File: src/common/xag_defs.svh
// constants for the address generation datapath
`ifndef XAG_DEFS_SVH
`define XAG_DEFS_SVH
`define XAG_NUM_GPR 8
`define XAG_NUM_SEG 6
`define XAG_SP_IDX 3'h4
`define XAG_REAL_WIDTH 21
`define XAG_REAL_SHIFT 4
`define XAG_IO_WIDTH 16
`define XAG_SIZE_BYTE 2'h0
`define XAG_SIZE_WORD 2'h1
`define XAG_SIZE_DWORD 2'h2
`endif

File: src/common/xag_pkg.sv
// types for the address generation datapath
package xag_pkg;
  typedef enum logic [3:0] {
    XAG_DIRECT,
    XAG_REG_IND,
    XAG_BASED,
    XAG_INDEX,
    XAG_SCALED_INDEX,
    XAG_BASED_INDEX,
    XAG_BASED_SCALED_INDEX,
    XAG_BASED_INDEX_DISP,
    XAG_BASED_SCALED_INDEX_DISP
  } xag_mode_e;
  typedef struct packed {
    logic [31:0] base;
    logic [31:0] limit;
    logic [11:0] attr;
  } xag_desc_s;
endpackage

File: src/common/xag_seg_if.sv
// segment cache write and read carrier
`timescale 1ns/1ps
`default_nettype none
interface xag_seg_if;
  logic wrEn;
  logic [2:0] wrSeg;
  logic [15:0] wrSel;
  xag_pkg::xag_desc_s wrDesc;
  logic [2:0] rdSeg;
  logic [15:0] rdSel;
  xag_pkg::xag_desc_s rdDesc;
  modport owner (output wrEn, output wrSeg, output wrSel, output wrDesc, output rdSeg,
                 input rdSel, input rdDesc);
  modport cache (input wrEn, input wrSeg, input wrSel, input wrDesc, input rdSeg,
                 output rdSel, output rdDesc);
endinterface
`default_nettype wire

File: src/verilog/xag_seg_cache.sv
// six segment registers with hidden descriptor cache
`timescale 1ns/1ps
`default_nettype none
`include "xag_defs.svh"
module xag_seg_cache (
  // clock and reset
  input wire logic mclk,
  input wire logic sys_rst,
  // access
  xag_seg_if.cache seg
);
  logic [15:0] selR [`XAG_NUM_SEG];
  xag_pkg::xag_desc_s descR [`XAG_NUM_SEG];
  logic [2:0] rdSegR;

  // selector and descriptor captured together on a load
  always_ff @(posedge mclk) begin
    if (sys_rst) begin
      for (int i = 0; i < `XAG_NUM_SEG; i++) begin
        selR[i] <= 16'h0000;
        descR[i] <= '0;
      end
    end else if (seg.wrEn && seg.wrSeg < 3'(`XAG_NUM_SEG)) begin
      selR[seg.wrSeg] <= seg.wrSel;
      descR[seg.wrSeg] <= seg.wrDesc;
    end
  end

  always_ff @(posedge mclk) begin
    if (sys_rst) begin
      rdSegR <= 3'h0;
    end else begin
      rdSegR <= seg.rdSeg;
    end
  end

  // read index is registered and the data read combinationally from it, so the base is ready with the operands
  assign seg.rdSel = (rdSegR < 3'(`XAG_NUM_SEG)) ? selR[rdSegR] : 16'h0000;
  assign seg.rdDesc = (rdSegR < 3'(`XAG_NUM_SEG)) ? descR[rdSegR] : '0;
endmodule
`default_nettype wire

File: src/verilog/xag_gpr_file.sv
// eight general registers with two read ports
`timescale 1ns/1ps
`default_nettype none
`include "xag_defs.svh"
module xag_gpr_file #(
  parameter int WIDTH = 32
) (
  // clock and reset
  input wire logic mclk,
  input wire logic sys_rst,
  // write port from the pipeline
  input wire logic wrEn,
  input wire logic [2:0] wrIdx,
  input wire logic [WIDTH-1:0] wrData,
  // read ports, data registered
  input wire logic [2:0] baseIdx,
  input wire logic [2:0] indexIdx,
  output logic [WIDTH-1:0] baseData,
  output logic [WIDTH-1:0] indexData
);
  logic [WIDTH-1:0] regR [`XAG_NUM_GPR];

  always_ff @(posedge mclk) begin
    if (sys_rst) begin
      for (int i = 0; i < `XAG_NUM_GPR; i++) begin
        regR[i] <= '0;
      end
    end else if (wrEn) begin
      regR[wrIdx] <= wrData;
    end
  end

  always_ff @(posedge mclk) begin
    if (sys_rst) begin
      baseData <= '0;
      indexData <= '0;
    end else begin
      baseData <= regR[baseIdx];
      // stack pointer slot reads as no index
      indexData <= (indexIdx == `XAG_SP_IDX) ? '0 : regR[indexIdx];
    end
  end
endmodule
`default_nettype wire

File: src/verilog/xag_addr_gen.sv
// address generation datapath top
`timescale 1ns/1ps
`default_nettype none
`include "xag_defs.svh"
module xag_addr_gen #(
  parameter int WIDTH = 32
) (
  // clock and reset
  input wire logic mclk,
  input wire logic sys_rst,
  // register file writes from the pipeline
  input wire logic gprWrEn,
  input wire logic [2:0] gprWrIdx,
  input wire logic [31:0] gprWrData,
  // segment selector loads with fetched descriptor
  input wire logic segLoad,
  input wire logic [2:0] segLoadIdx,
  input wire logic [15:0] segLoadSel,
  input wire logic [31:0] segLoadBase,
  input wire logic [31:0] segLoadLimit,
  input wire logic [11:0] segLoadAttr,
  // address request
  input wire logic reqValid,
  input wire logic [3:0] reqMode,
  input wire logic [2:0] baseIdx,
  input wire logic [2:0] indexIdx,
  input wire logic [1:0] scaleSel,
  input wire logic [31:0] displacementValue,
  input wire logic [2:0] segIdx,
  input wire logic [1:0] accSize,
  input wire logic ioAccess,
  // mode controls
  input wire logic protMode,
  input wire logic pagingEn,
  // results
  output logic resValid,
  output logic [31:0] offsetAddress,
  output logic [31:0] linearAddr,
  output logic [31:0] physAddr,
  output logic toPaging,
  output logic [3:0] byteEnable,
  output logic [15:0] ioPort,
  output logic badMode,
  output logic [15:0] curSelector,
  output logic [31:0] curLimit
);
  xag_seg_if seg ();
  logic [31:0] baseVal;
  logic [31:0] indexVal;
  logic validR;
  xag_pkg::xag_mode_e modeR;
  logic modeBadR;
  logic [1:0] scaleR;
  logic [31:0] dispR;
  logic [1:0] sizeR;
  logic ioR;
  logic protR;
  logic pagingR;
  logic useBase;
  logic useIndex;
  logic useScale;
  logic useDisp;
  logic [31:0] scaledIdx;
  logic [31:0] eaSum;
  logic [20:0] realSum;
  logic [31:0] linSum;

  xag_gpr_file #(.WIDTH(32)) u_gpr (
    .mclk(mclk),
    .sys_rst(sys_rst),
    .wrEn(gprWrEn),
    .wrIdx(gprWrIdx),
    .wrData(gprWrData),
    .baseIdx(baseIdx),
    .indexIdx(indexIdx),
    .baseData(baseVal),
    .indexData(indexVal)
  );

  assign seg.wrEn = segLoad;
  assign seg.wrSeg = segLoadIdx;
  assign seg.wrSel = segLoadSel;
  assign seg.wrDesc = '{base: segLoadBase, limit: segLoadLimit, attr: segLoadAttr};
  assign seg.rdSeg = segIdx;

  xag_seg_cache u_seg (
    .mclk(mclk),
    .sys_rst(sys_rst),
    .seg(seg.cache)
  );

  // operand capture, aligned with the register file read
  always_ff @(posedge mclk) begin
    if (sys_rst) begin
      validR <= 1'b0;
      modeR <= xag_pkg::XAG_DIRECT;
      modeBadR <= 1'b0;
      scaleR <= 2'h0;
      dispR <= 32'h0000_0000;
      sizeR <= `XAG_SIZE_BYTE;
      ioR <= 1'b0;
    end else begin
      validR <= reqValid;
      modeBadR <= reqMode > 4'(xag_pkg::XAG_BASED_SCALED_INDEX_DISP);
      modeR <= xag_pkg::xag_mode_e'(reqMode);
      scaleR <= scaleSel;
      dispR <= displacementValue;
      sizeR <= accSize;
      ioR <= ioAccess;
    end
  end

  always_ff @(posedge mclk) begin
    if (sys_rst) begin
      protR <= 1'b0;
      pagingR <= 1'b0;
    end else begin
      protR <= protMode;
      pagingR <= pagingEn;
    end
  end

  // component selection per addressing mode
  always_comb begin
    useBase = 1'b0;
    useIndex = 1'b0;
    useScale = 1'b0;
    useDisp = 1'b0;
    if (!modeBadR) begin
      unique case (modeR)
        xag_pkg::XAG_DIRECT: begin
          useDisp = 1'b1;
        end
        xag_pkg::XAG_REG_IND: begin
          useBase = 1'b1;
        end
        xag_pkg::XAG_BASED: begin
          useBase = 1'b1;
          useDisp = 1'b1;
        end
        xag_pkg::XAG_INDEX: begin
          useIndex = 1'b1;
          useDisp = 1'b1;
        end
        xag_pkg::XAG_SCALED_INDEX: begin
          useIndex = 1'b1;
          useScale = 1'b1;
          useDisp = 1'b1;
        end
        xag_pkg::XAG_BASED_INDEX: begin
          useBase = 1'b1;
          useIndex = 1'b1;
        end
        xag_pkg::XAG_BASED_SCALED_INDEX: begin
          useBase = 1'b1;
          useIndex = 1'b1;
          useScale = 1'b1;
        end
        xag_pkg::XAG_BASED_INDEX_DISP: begin
          useBase = 1'b1;
          useIndex = 1'b1;
          useDisp = 1'b1;
        end
        xag_pkg::XAG_BASED_SCALED_INDEX_DISP: begin
          useBase = 1'b1;
          useIndex = 1'b1;
          useScale = 1'b1;
          useDisp = 1'b1;
        end
        default: begin
          useBase = 1'b0;
        end
      endcase
    end
  end

  // unscaled modes force a factor of one
  assign scaledIdx = useScale ? (indexVal << scaleR) : indexVal;
  // 32-bit add wraps by construction
  assign eaSum = (useBase ? baseVal : 32'h0000_0000)
               + (useIndex ? scaledIdx : 32'h0000_0000)
               + (useDisp ? dispR : 32'h0000_0000);
  // carry out of bit 19 kept as bit 20 for the 64 KB above one megabyte
  assign realSum = {5'h00, seg.rdSel} * 21'h000010 + {5'h00, eaSum[15:0]};
  assign linSum = seg.rdDesc.base + eaSum;

  always_comb begin
    resValid = validR;
    offsetAddress = eaSum;
    if (protR) begin
      linearAddr = linSum;
    end else begin
      linearAddr = {11'h000, realSum};
    end
    // paging only exists in protected mode
    toPaging = validR && protR && pagingR;
    physAddr = toPaging ? 32'h0000_0000 : linearAddr;
    // port number shows only on io accesses so memory cycles leave the port bus quiet
    ioPort = ioR ? eaSum[15:0] : 16'h0000;
    badMode = validR && modeBadR;
    curSelector = seg.rdSel;
    curLimit = seg.rdDesc.limit;
  end

  // lanes counted from the lowest-order byte at the given address
  always_comb begin
    unique case (sizeR)
      `XAG_SIZE_BYTE: byteEnable = 4'h1 << physAddr[1:0];
      `XAG_SIZE_WORD: byteEnable = 4'h3 << physAddr[1:0];
      // lanes past the top belong to the next word and are dropped here
      default: byteEnable = 4'hf << physAddr[1:0];
    endcase
  end

  property p_spNoIndex;
    @(posedge mclk) disable iff (sys_rst)
      (indexIdx == `XAG_SP_IDX) |=> (indexVal == 32'h0000_0000);
  endproperty
  a_spNoIndex: assert property (p_spNoIndex) else $error("stack pointer used as index");

  property p_fullForm;
    @(posedge mclk) disable iff (sys_rst)
      (validR && !modeBadR && modeR == xag_pkg::XAG_BASED_SCALED_INDEX_DISP)
        |-> offsetAddress == baseVal + (indexVal << scaleR) + dispR;
  endproperty
  a_fullForm: assert property (p_fullForm) else $error("full form offset wrong");

  property p_direct;
    @(posedge mclk) disable iff (sys_rst)
      (validR && !modeBadR && modeR == xag_pkg::XAG_DIRECT) |-> offsetAddress == dispR;
  endproperty
  a_direct: assert property (p_direct) else $error("direct offset wrong");

  property p_realRange;
    @(posedge mclk) disable iff (sys_rst)
      (validR && !protR) |-> (physAddr < 32'h0011_0000);
  endproperty
  a_realRange: assert property (p_realRange) else $error("real mode address too high");

  property p_realCalc;
    @(posedge mclk) disable iff (sys_rst)
      (validR && !protR) |-> physAddr == {12'h000, seg.rdSel, 4'h0} + {16'h0000, eaSum[15:0]};
  endproperty
  a_realCalc: assert property (p_realCalc) else $error("real mode address wrong");

  property p_protLin;
    @(posedge mclk) disable iff (sys_rst)
      (validR && protR) |-> linearAddr == 32'(seg.rdDesc.base + offsetAddress);
  endproperty
  a_protLin: assert property (p_protLin) else $error("linear address wrong");

  property p_noPaging;
    @(posedge mclk) disable iff (sys_rst)
      (validR && protR && !pagingR) |-> (physAddr == linearAddr && !toPaging);
  endproperty
  a_noPaging: assert property (p_noPaging) else $error("linear not passed through");

  property p_latency;
    @(posedge mclk) disable iff (sys_rst)
      reqValid |=> resValid;
  endproperty
  a_latency: assert property (p_latency) else $error("result late");

  property p_segLoad;
    @(posedge mclk) disable iff (sys_rst)
      (segLoad && segLoadIdx < 3'h6 && segIdx == segLoadIdx) ##1 (!segLoad && segIdx == $past(segIdx))
        |=> (curSelector == $past(segLoadSel, 2));
  endproperty
  a_segLoad: assert property (p_segLoad) else $error("selector not held");

  property p_pagingOn;
    @(posedge mclk) disable iff (sys_rst)
      (validR && protR && pagingR) |-> (toPaging && physAddr == 32'h0000_0000);
  endproperty
  a_pagingOn: assert property (p_pagingOn) else $error("paged address not handed on");

  property p_realNoPaging;
    @(posedge mclk) disable iff (sys_rst)
      (validR && !protR) |-> (!toPaging && physAddr == linearAddr);
  endproperty
  a_realNoPaging: assert property (p_realNoPaging) else $error("real mode sent to paging");

  property p_realZeroExt;
    @(posedge mclk) disable iff (sys_rst)
      (validR && !protR) |-> (linearAddr[31:21] == 11'h000);
  endproperty
  a_realZeroExt: assert property (p_realZeroExt) else $error("real mode upper bits set");

  property p_regInd;
    @(posedge mclk) disable iff (sys_rst)
      (validR && !modeBadR && modeR == xag_pkg::XAG_REG_IND)
        |-> offsetAddress == baseVal;
  endproperty
  a_regInd: assert property (p_regInd) else $error("register indirect offset wrong");

  property p_based;
    @(posedge mclk) disable iff (sys_rst)
      (validR && !modeBadR && modeR == xag_pkg::XAG_BASED)
        |-> offsetAddress == baseVal + dispR;
  endproperty
  a_based: assert property (p_based) else $error("based offset wrong");

  property p_scaledIndex;
    @(posedge mclk) disable iff (sys_rst)
      (validR && !modeBadR && modeR == xag_pkg::XAG_SCALED_INDEX)
        |-> offsetAddress == (indexVal << scaleR) + dispR;
  endproperty
  a_scaledIndex: assert property (p_scaledIndex) else $error("scaled index offset wrong");

  property p_basedIndex;
    @(posedge mclk) disable iff (sys_rst)
      (validR && !modeBadR && modeR == xag_pkg::XAG_BASED_INDEX)
        |-> offsetAddress == baseVal + indexVal;
  endproperty
  a_basedIndex: assert property (p_basedIndex) else $error("based index offset wrong");

  property p_badMode;
    @(posedge mclk) disable iff (sys_rst)
      (validR && modeBadR) |-> (badMode && offsetAddress == 32'h0000_0000);
  endproperty
  a_badMode: assert property (p_badMode) else $error("illegal mode not flagged");

  property p_ioPort;
    @(posedge mclk) disable iff (sys_rst)
      (validR && ioR) |-> (ioPort == offsetAddress[15:0]);
  endproperty
  a_ioPort: assert property (p_ioPort) else $error("port number wrong");

  property p_ioIdle;
    @(posedge mclk) disable iff (sys_rst)
      !ioR |-> (ioPort == 16'h0000);
  endproperty
  a_ioIdle: assert property (p_ioIdle) else $error("port number on memory access");

  property p_byteLane;
    @(posedge mclk) disable iff (sys_rst)
      (validR && sizeR == `XAG_SIZE_BYTE) |-> $onehot(byteEnable);
  endproperty
  a_byteLane: assert property (p_byteLane) else $error("byte access not one lane");

  property p_lowLane;
    @(posedge mclk) disable iff (sys_rst)
      (validR && physAddr[1:0] == 2'h0) |-> byteEnable[0];
  endproperty
  a_lowLane: assert property (p_lowLane) else $error("lowest lane missing");

  property p_resIdle;
    @(posedge mclk) disable iff (sys_rst)
      !reqValid |=> !resValid;
  endproperty
  a_resIdle: assert property (p_resIdle) else $error("result without request");
endmodule
`default_nettype wire

File: config.mk
export PLATFORM = sky130hd
export DESIGN_NAME = xag_addr_gen
export DESIGN_NICKNAME = d
export VERILOG_FILES = /design/src/common/xag_pkg.sv /design/src/common/xag_seg_if.sv /design/src/verilog/xag_seg_cache.sv /design/src/verilog/xag_gpr_file.sv /design/src/verilog/xag_addr_gen.sv
export VERILOG_INCLUDE_DIRS = /design/src /design/src/common
export SDC_FILE = /design/constraint.sdc
export NUM_CORES = 2
export LEC_CHECK = 0
export BUFFER_PORTS_ARGS = -buffer_cell sky130_fd_sc_hd__buf_2
export CAP_MARGIN = 20
export CORE_AREA = 5 5 315 317
export CTS_BUF_LIST = sky130_fd_sc_hd__clkbuf_16
export CTS_CLUSTER_DIAMETER = 60
export DETAILED_ROUTE_END_ITERATION = 12
export DIE_AREA = 0 0 320 322
export HOLD_SLACK_MARGIN = 0.08
export SLEW_MARGIN = 20
export SYNTH_ARGS = -nofsm -noshare
export SYNTH_HDL_FRONTEND = slang
export SYNTH_SLANG_ARGS = --single-unit
File: constraint.sdc
create_clock -name mclk -period 9.7 [get_ports mclk]
set_clock_uncertainty 0.05 [all_clocks]
set_input_delay 0.97 -clock mclk [delete_from_list [all_inputs] [get_ports mclk]]
set_output_delay 0.97 -clock mclk [all_outputs]
set_load 0.005 [all_outputs]
# Word level (Yosys, flattened, before mapping)
# Memory sizes are Yosys's and may differ from the RTL's. A register that Yosys moved wholly into a read port is not among the register bits.
# Cells that the tools add are included.
# op_classes
order_cmp	3
add_sub_neg	4
reduce_logical	14
n_eq_ne	10
n_shift	4
n_mux	37
# op_table
cell	count
32-bit 2-to-1 mux	7
76-bit 2-to-1 mux	2
32-bit adder	3
76-bit OR reduction	1
16-bit 2-to-1 mux	3
32-bit OR reduction	1
32-bit by 2-bit << shifter with 32-bit output	1
20-bit by 16-bit adder with 21-bit output	1
1-bit 2-to-1 mux	19
6-bit OR reduction	3
4-bit by 3-bit == test with 1-bit output, second input constant	4
16-bit OR reduction	1
3-bit 2-to-1 mux	5
4-bit by 2-bit == test with 1-bit output, second input constant	2
4-bit one-hot mux with 2 select lines	1
3-bit less-than comparator, second input constant	2
4-bit by 1-bit == test with 1-bit output, second input constant	1
4-bit == test, second input constant	1
4-bit greater-than comparator, second input constant	1
1-bit logical AND	4
4-bit logical NOT	1
1-bit by 2-bit << shifter with 4-bit output, first input constant	1
2-bit by 2-bit << shifter with 4-bit output, first input constant	1
4-bit by 2-bit << shifter with 4-bit output, first input constant	1
other kinds (5)	5
# word_totals
register_bits	48
output_inout_bits	167
ram_bits	808
mem_count	3
# mem_list
name	depth	word_bits	read_ports	rd_ports_with_merged_regs	write_ports	line	text
u_seg.descR	6	76	1	1	6	xag_seg_cache.sv:13	xag_pkg::xag_desc_s descR [`XAG_NUM_SEG];
u_gpr.regR	8	32	2	2	8	xag_gpr_file.sv:21	logic [WIDTH-1:0] regR [`XAG_NUM_GPR];
u_seg.selR	6	16	1	1	6	xag_seg_cache.sv:12	logic [15:0] selR [`XAG_NUM_SEG];

# Logic depth before layout (Yosys ltp)
# logic_depth
ltp_word	13
ltp_mapped	28
depth_no_buf	28

# By module
# A second synthesis with hierarchy kept.
# hier_totals
hier_cells	3858
area_unflattened_um2	48208.7
# by_module_without_submodules
mod	area_each_um2	seq_area_each_um2	n_inst	cells_each
xag_seg_cache	25508.2	16636.0	1	1813
xag_gpr_file	14742.9	8968.6	1	995
xag_addr_gen	7957.6	900.9	1	1050

# Worst setup path before layout
# No wires, ideal clock.
# synth_timing
path_kind	register to output
startpoint	register scaleR[0]
endpoint	output port physAddr[30]
path_buffers	3
t_arrival_ns	6.281
stages_incl_launch_ff	28
path_slack_ns	2.399
cell_sequence	dfxtp_1 > buf_1 > buf_2 > clkbuf_1 > nand3_1 > a21oi_1 > a21oi_1 > nor3_1 > fa_1 > ha_1 > fa_1 > a211oi_1 > o211ai_1 > a31oi_1 > o211a_1 > o21bai_1 > a21oi_1 > xnor2_1 > ha_1 > and4_1 > and4_1 > a211oi_1 > a31oi_1 > o31ai_2 > o22ai_1 > o31ai_1 > nand4_1 > o311ai_0
# synth_between
elab_chain_cells	8
# synth_rtl
item	line	text
start, declared	xag_addr_gen.sv:53	logic [1:0] scaleR;
start signal, assigned	xag_addr_gen.sv:106	scaleR <= scaleSel;
32-bit by 2-bit << shifter with 32-bit output	xag_addr_gen.sv:178	assign scaledIdx = useScale ? (indexVal << scaleR) : indexVal;
32-bit 2-to-1 mux	xag_addr_gen.sv:178	
32-bit 2-to-1 mux	xag_addr_gen.sv:181	+ (useIndex ? scaledIdx : 32'h0000_0000)
32-bit adder	xag_addr_gen.sv:181	
32-bit adder	xag_addr_gen.sv:182	+ (useDisp ? dispR : 32'h0000_0000);
via offsetAddress[17]	xag_addr_gen.sv:37	output logic [31:0] offsetAddress,
32-bit adder	xag_addr_gen.sv:185	assign linSum = seg.rdDesc.base + eaSum;
32-bit 2-to-1 mux	xag_addr_gen.sv:190	if (protR) begin
32-bit 2-to-1 mux	xag_addr_gen.sv:197	physAddr = toPaging ? 32'h0000_0000 : linearAddr;
end, declared	xag_addr_gen.sv:39	output logic [31:0] physAddr,
# The timed path passes the listed nets, and every way through them passes these cells.

# Final worst setup path
# layout_timing
startpoint	register modeR[3]
endpoint	output port physAddr[30]
# layout_between
elab_chain_cells	11
# layout_rtl
item	line	text
start, declared	xag_addr_gen.sv:51	xag_pkg::xag_mode_e modeR;
start signal, assigned	xag_addr_gen.sv:96	modeR <= xag_pkg::XAG_DIRECT;
start signal, assigned	xag_addr_gen.sv:105	modeR <= xag_pkg::xag_mode_e'(reqMode);
4-bit == test or 4-bit by 3-bit == test with 1-bit output (tied branches)	xag_addr_gen.sv:130	unique case (modeR)
3-bit OR reduction (no source line)	-	
1-bit 2-to-1 mux	xag_addr_gen.sv:130	
1-bit 2-to-1 mux	xag_addr_gen.sv:129	if (!modeBadR) begin
32-bit 2-to-1 mux	xag_addr_gen.sv:178	
32-bit 2-to-1 mux	xag_addr_gen.sv:181	
32-bit adder	xag_addr_gen.sv:181	
32-bit adder (*)	xag_addr_gen.sv:182	
32-bit adder (*)	xag_addr_gen.sv:185	
32-bit 2-to-1 mux (*)	xag_addr_gen.sv:190	
32-bit 2-to-1 mux (*)	xag_addr_gen.sv:197	
# Mark *: on every way between the ends. The rest lies on a longest branch, timed or not.

==> impl_metrics.json <==
{
  "status": "finished clean",
  "cp_top_family": "compound AO/OA/AOI/OAI gates",
  "combinationalPowerShare_pct": 17.8,
  "die_y_um": 322,
  "synth_edf_count": 736,
  "cts_tree": "yes",
  "fmaxAchievable_mhz": 112.3,
  "grt_antenna_before_repair": 34,
  "gp_congestion": 0.8797,
  "path_class": "reg -> out",
  "clockBufferDepth": 3,
  "drv_slew": 0,
  "cpPeakStageDelay_ns": 0.69,
  "rrSetupSlack_ns": 8.24,
  "clock_latency_ns": 0.67,
  "clkPwrFrac_pct": 36.0,
  "routedWlPerCell_um": 25.64,
  "setup_tns_ns": 0,
  "grt_max_degree": 66,
  "tightest_slew_ns": 1.168,
  "yosys_register_bits": 848,
  "vias_per_cell": 5.616,
  "cts_sinks": 848,
  "fp.dieArea_um2": 103000,
  "dp_cells": 4851,
  "end_kind": "output pin",
  "rows": 114,
  "drive_above_1_share_pct": 21.78,
  "syn_avg_cell_area_um2": 12.65,
  "switching_share_pct": 27.87,
  "crit_arrival_ns": 7.88,
  "ys_async_sr_fraction_pct": 0,
  "root_buffer": "clkbuf_16",
  "report.final.hold_viol_count": 0,
  "synthCells": 3382,
  "synth.yosys.seq_area_share_pct": 56.90,
  "power.internal_uw": 6724,
  "drv_cap": 0,
  "area_delta_synth_final_pct": 14.15,
  "dr.pass1.iters": 6,
  "netlist_area_um2": 42780,
  "final_cell_count_no_fill": 5041,
  "cp-start-kind": "register",
  "pwr_density_cell_nw_per_um2": 190.9,
  "rsz0062_at_grt": "no",
  "path_clk_slew_ns": 0.06,
  "dp_hpwl_um": 81110,
  "peakVddDrop_mv": 0.1105,
  "synth_cell_type_count": 65,
  "start_util_pct": 44.57,
  "grt_pass1_vias": 28340,
  "htree_levels": 3,
  "final_core_util_pct": 50.88,
  "power_switching_uw": 2598,
  "die_w_um": 320,
  "grt_pass1_wl_um": 187500,
  "cts_resized": 0,
  "setup_viol": 0,
  "netlist.area_leader.share_pct": 51.66,
  "drc": 0,
  "ant_nets": 0,
  "pin_count": 354,
  "drtIter0Drc": 2554,
  "grt_overflow": 0,
  "fin_total_pwr_uw": 9323,
  "hold_buffers": 0,
  "hold_path_class": "in -> reg",
  "syn-num-nets": 3676,
  "wl_um": 129300,
  "period_needed_ns": 8.901,
  "leakagePower_uw": 0.01893,
  "vias": 28310,
  "max_slew_margin_pct": 21.60,
  "cts_setup_buffers": 0,
  "critical_path_buf_inv_count": 3,
  "required_ns": 8.68,
  "nets": 3966,
  "core_area_um2": 95990,
  "min_period_over_period_pct": 91.76,
  "crit_slowest_cell": "xnor2_1",
  "power_frac_seq_pct": 46.3,
  "synth_ff_type": "edfxtp_1",
  "ys_warn_count": 0,
  "synth.area.top_cells": "edfxtp_1 (52%), mux4_2 (12%), dfxtp_1 (5.2%)",
  "synth_top_area_cell": "edfxtp_1",
  "grt_use_total_pct": 24.52,
  "port_buffers": 341,
  "cts_buffers": 95,
  "worstPathMaxFanout": 17
}
[flip-flops by register name, summed over array words and instances, names as in the netlist, 2 cells and up]
register and count:
u_gpr.indexData 32, sizeR 2, dispR 32, u_gpr.baseData 32, modeR 4, u_seg.selR 96
u_gpr.regR 256, u_seg.descR 384, scaleR 2, u_seg.rdSegR 3
[cell usage after synthesis (3+ instances only)]
cell      number
mux2i_1      168
xnor2_1       49
a221oi_1       3
inv_1        158
o221ai_1      26
buf_1         35
ha_1          73
nor2b_1       62
a31o_2         4
or2_2         11
o41ai_1        4
a21oi_1       72
a41o_1         3
a211oi_1      12
buf_2         16
nand4_1        6
o21ai_0      119
a31oi_1        9
o31ai_1        3
o21a_1        10
clkbuf_1     158
nand2_1      259
fa_1          34
dfxtp_1      112
and3_1         7
o31a_1         3
nand3_1       21
nor3_1        24
o211ai_1       4
edfxtp_1     736
xor2_1        17
o22ai_1        3
mux2_2         5
a21o_1        32
o21bai_1      15
and2_1       308
mux4_2       224
nor2_1       525
nand2b_1      14
or3_1          3
[worst paths after layout]
path                                           start                 end  cells after the start
worst max-delay path                        modeR[3]        physAddr[30]                     26
worst min-delay path            displacementValue[1]            dispR[1]                      2
worst max register to register     u_gpr.regR[7][31]  u_gpr.baseData[31]                      3
worst min register to register      u_gpr.regR[3][4]   u_gpr.baseData[4]                      3
[cell families after synthesis]
kind of cell             share of synthesized area [%]
buffers and inverters                            3.276
AND/OR/NAND/NOR                                  13.64
flip-flops                                       56.90
AO/OA/AOI/OAI                                    5.147
multiplexers                                     15.85
adder cells (fa/ha/maj)                          3.726
XOR/XNOR                                         1.459
[final cells by class]
class,instances,area [um2]
Tap cell,1276,1597
Timing Repair Buffer,402,2172
Sequential cell,848,24350
Clock inverter,81,491.7
Multi-Input combinational cell,2166,17190
Antenna cell,13,32.53
Fill cell,8384,47160
Inverter,159,596.8
Clock buffer,96,2402
[power by group through the flow]
stage	sequential, uW	clock (uW)	combinational (uW)
final	4310	3350	1660
after floorplan	4340	0	1010
after global placement	4380	0	1640
after CTS	4310	3400	1660
after global routing	4340	3550	1790
after detailed placement	4390	0	1650
[per-layer routing]
metal	global-route usage (%)	part of all wire (%)	routed length, um	vias to the layer above
met5	0	0.075	97	-
met4	5.941	2.3	3018	16
met3	7.031	9.2	11850	192
met2	40.31	48	61790	1086
met1	32.54	41	52500	14250
li1	-	-	-	12770
[stage by stage]
step / hold slack, ns / instance area, um2 / setup slack (ns)
4_1_cts: 0.4396 / 48800 / 0.7742
3_5_place_dp: 0.6600 / 45900 / 1.511
2_1_floorplan: 0.6302 / 42780 / 2.399
6_report: 0.4727 / 48840 / 0.7992
3_3_place_gp: 0.6494 / 45900 / 1.570
5_1_grt: 0.4585 / 48810 / 0.2001
[cells in the final DEF, fill, tap and decap left out, drive strengths merged, types with 32 or more instances in the layout]
cell type and n:
nand2 259, and2 308, mux4 224, o21ai 121, fa 34, nor2b 62, xnor2 49, clkbuf 96
a21oi 72, dfxtp 112, nor2 525, clkinv 46, a21o 32, mux2i 168, inv 188, edfxtp 736
buf 402, ha 73
No activity file was read; power rests on OpenSTA's default activity.
